<file path="config.mk">
export PLATFORM = sky130hd
export DESIGN_NAME = plfx_exec
export DESIGN_NICKNAME = d
export VERILOG_FILES = /design/src/rtl/plfx_pkg.sv /design/src/rtl/plfx_pacer.sv /design/src/rtl/plfx_exec.sv
export VERILOG_INCLUDE_DIRS = /design/src /design/src/rtl
export SDC_FILE = /design/constraint.sdc
export NUM_CORES = 1
export LEC_CHECK = 0
export BUFFER_PORTS_ARGS = -buffer_cell sky130_fd_sc_hd__buf_2
export CAP_MARGIN = 25
export CORE_MARGIN = 2
export CORE_UTILIZATION = 35
export DETAILED_ROUTE_END_ITERATION = 6
export PLACE_DENSITY = 0.68
export SYNTH_ARGS = -nofsm -noshare
export SYNTH_HDL_FRONTEND = slang
export SYNTH_SLANG_ARGS = --single-unit
</file>
<file path="constraint.sdc">
create_clock -name clock -period 3.5 [get_ports clock]
set_input_delay 0.7 -clock clock [delete_from_list [all_inputs] [get_ports clock]]
set_output_delay 0.7 -clock clock [all_outputs]
set_load 0.005 [all_outputs]
</file>
<file path="src/rtl/plfx_consts.svh">
// Constants for the pointer load, offset load and frame teardown executor.
// Assumes inclusion by the pacer and the executor files only.
`ifndef PLFX_CONSTS_SVH
`define PLFX_CONSTS_SVH

// Opcodes handled by this block.
`define PLFX_OP_LDSEG   8'hc5
`define PLFX_OP_LESEG   8'hc4
`define PLFX_OP_LEOFF   8'h8d
`define PLFX_OP_FRAME   8'hc9

// Instruction lengths in clocks, wide and narrow bus variants.
`define PLFX_CLK_PTR_W  6'd18
`define PLFX_CLK_PTR_N  6'd26
`define PLFX_CLK_LEA    6'd6
`define PLFX_CLK_FRAME  6'd8

// Address step to the segment half and the stack pop increment.
`define PLFX_WORD_STEP  16'h0002

`endif

</file>
<file path="src/rtl/plfx_pkg.sv">
// Types shared by the executor and its cycle pacer.
// Assumes the constants header sits beside it in rtl/.
package plfx_pkg;

	// Kind of instruction in flight.
	typedef enum logic [2:0] {
		PLFX_NONE,
		PLFX_LDSEG,
		PLFX_LESEG,
		PLFX_LEOFF,
		PLFX_FRAME
	} plfx_kind_t;

	// Decoded request from the instruction decoder.
	typedef struct packed {
		logic [7:0]  opcode;
		logic [2:0]  regSel;
		logic [15:0] effOffset;
		logic [15:0] segBase;
	} plfx_req_t;

	// Register file write port: general register, segment registers, pointers.
	typedef struct packed {
		logic        gprWe;
		logic [2:0]  gprSel;
		logic [15:0] gprData;
		logic        dataSegWe;
		logic        extraSegWe;
		logic [15:0] segData;
		logic        stackPtrWe;
		logic [15:0] stackPtrData;
		logic        frameBaseWe;
		logic [15:0] frameBaseData;
	} plfx_wb_t;

	// Memory read request: segment and offset of one word.
	typedef struct packed {
		logic        rdReq;
		logic [15:0] seg;
		logic [15:0] off;
	} plfx_mem_t;

endpackage : plfx_pkg

</file>
<file path="src/rtl/plfx_pacer.sv">
// Cycle pacer: counts an instruction's clocks and flags the one before its last.
// Assumes the start pulse comes only while the pacer is idle.
`timescale 1ns/10ps
`include "plfx_consts.svh"

module plfx_pacer #(
	parameter int CW = 6
) (
	// Clock and reset.
	input  wire logic          clock,
	input  wire logic          rst_n,
	// Control.
	input  wire logic          start,
	input  wire logic [CW-1:0] length,
	output logic               busy,
	output logic [CW-1:0]      count,
	output logic               last
);
	import plfx_pkg::*;

	// Counter must hold the longest instruction.
	if (CW < 5) begin : g_cw_check
		$error("plfx_pacer: counter too narrow");
	end

	logic [CW-1:0] lenQ;  // Length of current instruction.

	// Count advances every clock while busy and clears on the last; it restarts on start.
	always_ff @(posedge clock or negedge rst_n) begin
		if (!rst_n) begin
			count <= '0;
			lenQ  <= '0;
			busy  <= 1'b0;
		end else if (start) begin
			count <= CW'(1);
			lenQ  <= length;
			busy  <= 1'b1;
		end else if (last) begin
			busy  <= 1'b0;
			count <= '0;
		end else if (busy) begin
			count <= count + CW'(1);
		end
	end

	// The clock before the instruction's end: the owner registers its done
	// from this, so done stands on the clock that closes the instruction.
	assign last = busy && (count == lenQ - CW'(1));

endmodule : plfx_pacer

</file>
<file path="src/rtl/plfx_exec.sv">
// Executor for far pointer loads, effective offset load and frame teardown.
// Assumes the register file supplies the frame base, stack segment and flags,
// and memory returns read data on the cycle after a read request.
`timescale 1ns/10ps
`include "plfx_consts.svh"

module plfx_exec #(
	parameter bit NARROW_BUS = 1'b0
) (
	// Clock and reset.
	input  wire logic               clock,
	input  wire logic               rst_n,
	// Decoder request.
	input  wire logic               reqValid,
	input  wire plfx_pkg::plfx_req_t req,
	output logic                    reqReady,
	// Register file view.
	input  wire logic [15:0]        frameBasePointer,
	input  wire logic [15:0]        stackSegment,
	input  wire logic [15:0]        flagsIn,
	// Memory read port.
	output plfx_pkg::plfx_mem_t     mem,
	input  wire logic [15:0]        memRdData,
	// Register write back.
	output plfx_pkg::plfx_wb_t      wb,
	output logic [15:0]             flagsOut,
	output logic                    done
);
	import plfx_pkg::*;

	//------------------------------------------------------------
	// Decode and pacing
	//------------------------------------------------------------

	typedef enum { ST_IDLE, ST_RUN } plfx_state_t;
	plfx_state_t stateQ;             // Executor state.
	plfx_kind_t  kindQ;              // Instruction in flight.
	plfx_req_t   reqQ;               // Captured request.
	logic [15:0] offHalfQ;           // Offset half of the pointer.
	logic [15:0] stackQ;             // Stack pointer during teardown.
	logic        startP;             // Starts the pacer.
	logic        busy;
	logic        last;
	logic [5:0]  count;
	logic [5:0]  length;

	// Opcode to kind.
	function automatic plfx_kind_t decode(input logic [7:0] op);
		if (op == `PLFX_OP_LDSEG)      return PLFX_LDSEG;
		else if (op == `PLFX_OP_LESEG) return PLFX_LESEG;
		else if (op == `PLFX_OP_LEOFF) return PLFX_LEOFF;
		else if (op == `PLFX_OP_FRAME) return PLFX_FRAME;
		else                           return PLFX_NONE;
	endfunction : decode

	// Clock count for each kind.
	function automatic logic [5:0] clocks(input plfx_kind_t k);
		case (k)
			PLFX_LDSEG, PLFX_LESEG: return NARROW_BUS ? `PLFX_CLK_PTR_N : `PLFX_CLK_PTR_W;
			PLFX_LEOFF: return `PLFX_CLK_LEA;
			PLFX_FRAME: return `PLFX_CLK_FRAME;
			default:    return 6'd1;
		endcase
	endfunction : clocks

	assign startP = (stateQ == ST_IDLE) && reqValid && (decode(req.opcode) != PLFX_NONE);
	assign length = clocks(decode(req.opcode));

	plfx_pacer #(.CW(6)) uPacer (
		.clock  (clock),
		.rst_n  (rst_n),
		.start  (startP),
		.length (length),
		.busy   (busy),
		.count  (count),
		.last   (last)
	);

	// State: accept a request when idle, return to idle on the last clock.
	always_ff @(posedge clock or negedge rst_n) begin
		if (!rst_n) begin
			stateQ <= ST_IDLE;
			kindQ  <= PLFX_NONE;
			reqQ   <= '0;
		end else begin
			case (stateQ)
				ST_IDLE: begin
					if (startP) begin
						stateQ <= ST_RUN;
						kindQ  <= decode(req.opcode);
						reqQ   <= req;
					end
				end
				ST_RUN: begin
					if (last) begin
						stateQ <= ST_IDLE;
						kindQ  <= PLFX_NONE;
					end
				end
				default: stateQ <= ST_IDLE;
			endcase
		end
	end

	// Ready only while idle; unknown opcodes are simply not taken.
	always_ff @(posedge clock or negedge rst_n) begin
		if (!rst_n) begin
			reqReady <= 1'b1;
		end else begin
			reqReady <= (stateQ == ST_IDLE) ? !startP : last;
		end
	end

	//------------------------------------------------------------
	// Memory reads
	//------------------------------------------------------------

	// Pointer loads read on clocks 2 and 3, the teardown pop on clock 2 only; data returns one clock later.
	// Later clocks just pad the instruction to its documented length.
	always_ff @(posedge clock or negedge rst_n) begin
		if (!rst_n) begin
			mem <= '0;
		end else begin
			mem <= '0;
			if (stateQ == ST_RUN && (kindQ == PLFX_LDSEG || kindQ == PLFX_LESEG)) begin
				if (count == 6'd1) begin
					mem.rdReq <= 1'b1;
					mem.seg   <= reqQ.segBase;
					mem.off   <= reqQ.effOffset;
				end else if (count == 6'd2) begin
					mem.rdReq <= 1'b1;
					mem.seg   <= reqQ.segBase;
					mem.off   <= reqQ.effOffset + `PLFX_WORD_STEP;
				end
			end else if (stateQ == ST_RUN && kindQ == PLFX_FRAME && count == 6'd1) begin
				mem.rdReq <= 1'b1;
				mem.seg   <= stackSegment;
				mem.off   <= stackQ;
			end
		end
	end

	// Captures the offset half and the teardown stack pointer.
	always_ff @(posedge clock or negedge rst_n) begin
		if (!rst_n) begin
			offHalfQ <= '0;
			stackQ   <= '0;
		end else begin
			if (startP) begin
				stackQ <= frameBasePointer;
			end
			if (mem.rdReq && count == 6'd3) begin
				offHalfQ <= memRdData;
			end
		end
	end

	//------------------------------------------------------------
	// Write back
	//------------------------------------------------------------

	// All register writes land together on the last clock.
	// The segment half is taken at count 4, the one clock its data stands;
	// the narrow variant's extra clocks simply lengthen the wait after that.
	logic [15:0] segHalfQ;  // Segment half of the pointer.
	logic [15:0] popQ;      // Word popped into the frame base.

	always_ff @(posedge clock or negedge rst_n) begin
		if (!rst_n) begin
			segHalfQ <= '0;
			popQ     <= '0;
		end else if ((kindQ == PLFX_LDSEG || kindQ == PLFX_LESEG) && count == 6'd4) begin
			segHalfQ <= memRdData;
		end else if (kindQ == PLFX_FRAME && count == 6'd3) begin
			popQ <= memRdData;
		end
	end

	always_ff @(posedge clock or negedge rst_n) begin
		if (!rst_n) begin
			wb   <= '0;
			done <= 1'b0;
		end else begin
			wb   <= '0;
			done <= last;
			if (last) begin
				case (kindQ)
					PLFX_LDSEG: begin
						wb.gprWe     <= 1'b1;
						wb.gprSel    <= reqQ.regSel;
						wb.gprData   <= offHalfQ;
						wb.dataSegWe <= 1'b1;
						wb.segData   <= segHalfQ;
					end
					PLFX_LESEG: begin
						wb.gprWe      <= 1'b1;
						wb.gprSel     <= reqQ.regSel;
						wb.gprData    <= offHalfQ;
						wb.extraSegWe <= 1'b1;
						wb.segData    <= segHalfQ;
					end
					PLFX_LEOFF: begin
						wb.gprWe   <= 1'b1;
						wb.gprSel  <= reqQ.regSel;
						wb.gprData <= reqQ.effOffset;
					end
					PLFX_FRAME: begin
						wb.stackPtrWe    <= 1'b1;
						wb.stackPtrData  <= stackQ + `PLFX_WORD_STEP;
						wb.frameBaseWe   <= 1'b1;
						wb.frameBaseData <= popQ;
					end
					default: wb <= '0;
				endcase
			end
		end
	end

	always_ff @(posedge clock or negedge rst_n) begin
		if (!rst_n) begin
			flagsOut <= '0;
		end else begin
			flagsOut <= flagsIn;
		end
	end
endmodule : plfx_exec

</file>
# Word-level counts from Yosys, hierarchy flattened

Cells that the tools add are included.

Register bits: 270
Input port bits: 110

Add/subtract/negate cells: 4
Equality and inequality tests: 21
Mux-type cells: 27
Bitwise gates (word level): 1
Reduce and logical (&&, ||, !) cells: 23

Operators by type and width:

| cell                  | count |
|---|---|
| $mux 33               | 4 |
| $mux 72               | 1 |
| $logic_not 32->1      | 2 |
| $mux 32               | 2 |
| $pmux 32 s2           | 1 |
| $pmux 20 s2           | 1 |
| $mux 34               | 1 |
| $add 16x2->16 const B | 2 |
| $eq 32x1->1 const B   | 1 |
| $eq 32x2->1 const B   | 1 |
| $eq 8x8->1 const B    | 4 |
| $mux 3                | 6 |
| $mux 6                | 3 |
| $mux 16               | 1 |
| $pmux 5 s3            | 1 |
| $eq 3x2->1 const B    | 4 |
| $eq 6x2->1 const B    | 2 |
| $logic_and 1x1->1     | 9 |
| $add 6x1->6 const B   | 1 |
| $eq 3x1->1 const B    | 2 |
| $eq 3x3->1 const B    | 2 |
| $eq 6x1->1 const B    | 1 |
| $eq 6x3->1 const B    | 1 |
| $eq 6x6->1            | 1 |
| other kinds (12)      | 22 |

# Depth between registers and ports, before layout

Depth in word-level cells: 9
Depth in mapped cells: 9

# Modules after synthesis

From an unflattened synthesis, not the netlist that was laid out.

Cell total of the unflattened synthesis: 680
Area, all modules: 9361.5 um^2

By module, submodules not included:

| module     | times used | cells each | area each (um^2) | seq. area each (um^2) |
|---|---|---|---|---|
| plfx_exec  | 1          | 608        | 8643.3           | 5631.7 |
| plfx_pacer | 1          | 72         | 718.2            | 325.3 |

# Least setup slack after synthesis

No wires, ideal clock.

Kind: input port to flip-flop
From: input port req[36] (netlist bit)
To: register reqQ[25] (netlist bit)
Library setup time: 65 ps
Data arrival time: 2008 ps
Path slack: 1427 ps
Stages: 7
Path through: nor4b_1 > nand2_1 > nor2b_1 > clkbuf_1 > clkbuf_1 > nand2_1 > nand2_1

Cells in the longest elaborated chain, start to end: 8
Elaborated cells on any way between the ends: 11
Those cells by class: eq/ne: 4; mux: 4; reduce/logical: 3

RTL lines:

| item                                | line            | source |
|---|---|---|
| start, declared                     | plfx_exec.sv:15 | `input wire plfx_pkg::plfx_req_t req,` |
| $eq 8x8->1 (no source line)         | --              |  |
| $mux 3                              | plfx_exec.sv:52 | `` else if (op == `PLFX_OP_FRAME) return PLFX_FRAME; `` |
| $mux 3 (2 in series)                | --              |  |
| $mux 3 *                            | --              |  |
| $reduce_bool 3->1 *                 | plfx_exec.sv:66 | `assign startP = (stateQ == ST_IDLE) && reqValid && (decode(req.opcode) != PLFX_NONE);` |
| $logic_and 1x1->1 *                 | plfx_exec.sv:66 |  |
| $reduce_and 2->1 (no source line) * | --              |  |
| end signal, assigned                | plfx_exec.sv:91 | `reqQ <= req;` |
| end, declared                       | plfx_exec.sv:38 | `plfx_req_t reqQ;` |

Every way passes the cells marked *; elsewhere a longest branch is shown, timed or not.
A chain may end at the register's enable or synchronous reset.

# Worst setup path after layout

From: register uPacer.lenQ[0]
To: register wb[46] (netlist bit)

Cells in the longest elaborated chain, start to end: 4

RTL lines:

| item                   | line             | source |
|---|---|---|
| start, declared        | plfx_pacer.sv:26 | `logic [CW-1:0] lenQ;` |
| start signal, assigned | plfx_pacer.sv:36 | `lenQ <= length;` |
| $sub 6x1->6            | plfx_pacer.sv:48 | `assign last = busy && (count == lenQ - CW'(1));` |
| $eq 6x6->1             | plfx_pacer.sv:48 |  |
| $logic_and 1x1->1      | plfx_pacer.sv:48 |  |
| $mux 72                | plfx_exec.sv:186 | `if (last) begin` |
| end, declared          | plfx_exec.sv:25  | `output plfx_pkg::plfx_wb_t wb,` |

No other way between the ends.

==> summary.txt <==
Outcome
  – Status: finished, final reports clean

Pwr
  – Net Switching: 1.28 mW
  – Total power: 5.86 mW
  – Cell Int Power: 4.58 mW
  – Reg power frac: 48.8%
  – Clock power frac: 46.7%
  – Combinational power share: 4.5%
  – Worst vdd ir: 387 uV
  – Lkg Pwr: 6.06 nW
  – Pwr Density: 506 mW/mm2
  – Sw Share: 21.9%

Floorplan
  – Die Footprint: 0.0276 mm2
  – Die height: 166 um
  – Core ar.: 0.0259 mm2
  – Initial Utilization: 35.5%
  – # IOs: 233
  – Die X: 166 um
  – Num rows: 59

Global route
  – GR peak layer: met2
  – GRT Util Overall: 17.1%
  – Initial antenna violation count: 2
  – GRT met1 Usage: 22.1%
  – Largest net degree at the start of global routing: 103
  – Global route overflow: 0
  – Met3 Resource Use GR: 4.69%
  – First-pass GRT wire length: 37.8 mm
  – Met2 Usage GRT: 28.7%
  – Vias in the first global route: 6797

Worst setup path
  – FF-to-FF path depth: 8
  – Reg2reg end: wb[46]
  – CP max stage delay: 0.50 ns
  – Reg2reg start: uPacer.lenQ[0]
  – Worst Setup Path Type: reg2reg
  – Data arrival time of the critical path: 3.12 ns
  – Slack of the worst reg-to-reg path: 0.84 ns
  – CP Capture Type: flip-flop
  – Slowest cell on the critical path: inv_2
  – Worst setup SP type: flip-flop
  – CP Cell Sequence: inv_1 -> ha_1 -> xor2_1 -> nand3_1 -> nor4b_4 -> nand2_2 -> inv_2 -> and3_1
  – Maximum fanout along the worst path: 27
  – CP required: 3.95 ns

Clocking
  – Setup Buffers After CTS: 0
  – Num CTS Buffers: 24
  – Clock root buffer master: clkbuf_16
  – Clock buffer depth: 3
  – Clk pin slew, worst setup/hold paths: 0.06 ns
  – CTS tree: done
  – Clk sink count: 237
  – CTS Hold Bufs: 0
  – H-tree Lvls: 1
  – CTS-repair resized insts: 0
  – Skew-Pair Late Insertion Delay: 0.52 ns

Placed design
  – Final RePlAce weighted congestion: 0.834
  – Final HPWL DP: 16.4 mm
  – PortBufs: 232
  – Placed Cells: 1325
  – Dpl ws: 0.851 ns
  – Dpl cell area: 0.0107 mm2

STA
  – Slew margin rel.: 40.5%
  – Hold slack final: 0.219 ns
  – Final Slew Violations: 0
  – RSZ-0062 raised after global routing: no
  – Max Clk Rate: 375 MHz
  – Final setup viols: 0
  – Tmin final: 2.66 ns
  – Setup_tns: 0 ns
  – Setup ws final: 0.836 ns
  – Final Hold Viols: 0
  – Worst-Margin Slew: 0.892 ns
  – Worst Skew: 0.0151 ns
  – Final period utilization: 76.1%

Layout
  – Final nets: 1134
  – Final Core Density: 44.7%
  – Layout cell share with drive strength beyond 1: 33.6%
  – Final std cells w/o fill: 1370
  – P&R area growth vs syn: 26.0%
  – Final instance area: 0.0116 mm2

Synth
  – YS warnings: 0
  – Ys async rst share: 100%
  – Synthesized flop and latch total: 237
  – Netlist cell types: 46
  – Syn nets: 906
  – Synth Cell Area: 0.00919 mm2
  – Sequential element share of the synthesized area: 64.5%
  – Number of enable flip-flop cells after synthesis: 0
  – Synth Instances: 789
  – Top FF cell, synth: dfrtp_1
  – Syn_area_per_cell: 11.6 um2

Routing
  – Post-route ant nets: 0
  – Drt total wl: 23.4 mm
  – Drt first pass iters: 4
  – Via count: 6493
  – Vias per std cell: 4.74
  – Initial drt markers: 433
  – DRC Markers: 0
  – Routed len/inst: 17.1 um

Min path
  – Min-Delay Path Class: in2async

Job
  – MaxCap Viol Count: 0
## how the worst max path moves through the flow
stage                              start         to  slack, ns  cells after the start
after CTS                 uPacer.lenQ[0]     wb[46]       0.81                      8
final                     uPacer.lenQ[0]     wb[46]       0.84                      8
after global routing      uPacer.lenQ[0]     wb[44]       0.65                      8
after floorplan                  req[36]   reqQ[25]       1.43                      7
after global placement    uPacer.lenQ[0]  stateQ[0]       0.94                      8
after detailed placement  uPacer.lenQ[0]     wb[46]       0.85                      8
## power groups by stage
stage	sequential (mW)	clock [mW]	combinational, mW
final	2.86	2.74	0.267
after global routing	2.86	2.93	0.304
after CTS	2.86	2.81	0.273
after detailed placement	2.91	0	0.273
after global placement	2.90	0	0.266
after floorplan	2.87	0	0.137
## area by class of cell
type | count | area, um2
diodes | 1 | 2.50
clock buffers | 31 | 677
clock inverters | 12 | 180
fillers | 2416 | 14300
inverters | 10 | 37.5
multi-input cells | 501 | 3050
flip-flops and latches | 237 | 5930
well taps | 335 | 419
repair buffers | 243 | 1280
## worst max-delay path, delay by kind of cell (launching register included)
kind | cells | cell delay, ns
adders and majority gates | 1 | 0.32
and+or+nand+nor | 4 | 1.11
xor gates and xnor gates | 1 | 0.16
DFF | 1 | 0.40
buffers and inverters | 2 | 0.59
## kinds of logic after synthesis
logic type,Yosys count,synth area share (%)
fa+ha+maj,7,0.953
simple gates,331,16.7
buf+inv,51,2.48
xor+xnor,39,3.72
compound gates,75,5.65
flops,237,64.5
mux,49,5.99
## flip-flops by register name (all words and copies together) (netlist names), 3 cells and up
register,flops
kindQ,3
stackQ,16
mem,33
uPacer.count,6
uPacer.lenQ,5
reqQ,35
wb,71
popQ,16
offHalfQ,16
flagsOut,16
segHalfQ,16
## cell usage after synthesis (2+ instances only)
| library cell | instances | area (um2) |
|---|---|---|
| inv_2 | 2 | 7.51 |
| xnor2_1 | 18 | 158 |
| nand3_1 | 16 | 80.1 |
| and3_1 | 23 | 144 |
| buf_2 | 14 | 70.1 |
| o22ai_1 | 2 | 12.5 |
| nand4_1 | 7 | 43.8 |
| inv_1 | 8 | 30.0 |
| clkbuf_1 | 23 | 86.3 |
| ha_1 | 7 | 87.6 |
| a211oi_1 | 3 | 22.5 |
| nand2b_1 | 5 | 31.3 |
| nand2_1 | 187 | 702 |
| xor2_1 | 21 | 184 |
| o31ai_1 | 2 | 15.0 |
| o21ai_0 | 17 | 85.1 |
| a22oi_1 | 16 | 120 |
| nor2_1 | 41 | 154 |
| a21oi_1 | 9 | 45.0 |
| a22o_1 | 19 | 166 |
| and2_1 | 22 | 138 |
| mux2_2 | 48 | 541 |
| o21ai_1 | 2 | 10.0 |
| and4_1 | 4 | 35.0 |
| nor2b_1 | 2 | 12.5 |
| buf_4 | 3 | 22.5 |
| nor3_1 | 11 | 55.1 |
| nor4b_1 | 4 | 35.0 |
| dfrtp_1 | 236 | 5910 |
## layer usage
layer	part of all wire, %	up-vias
li1	-	3087
met1	42	3197
met4	2.0	2
met5	0.047	-
met3	7.2	33
met2	49	174
## layout by cell type, fill, tap and decap left out, types with 8 or more instances in the layout
master	instances
mux2_2	48
nor3_1	11
nand2_1	187
and3_1	23
xor2_1	21
and2_1	22
nor2_1	40
clkbuf_16	24
buf_2	231
inv_1	8
buf_4	9
o21ai_0	17
dfrtp_1	236
nand3_1	15
a22oi_1	16
a21oi_1	8
a22o_1	19
xnor2_1	18
Note: power is estimated with default switching activity, not from simulation.
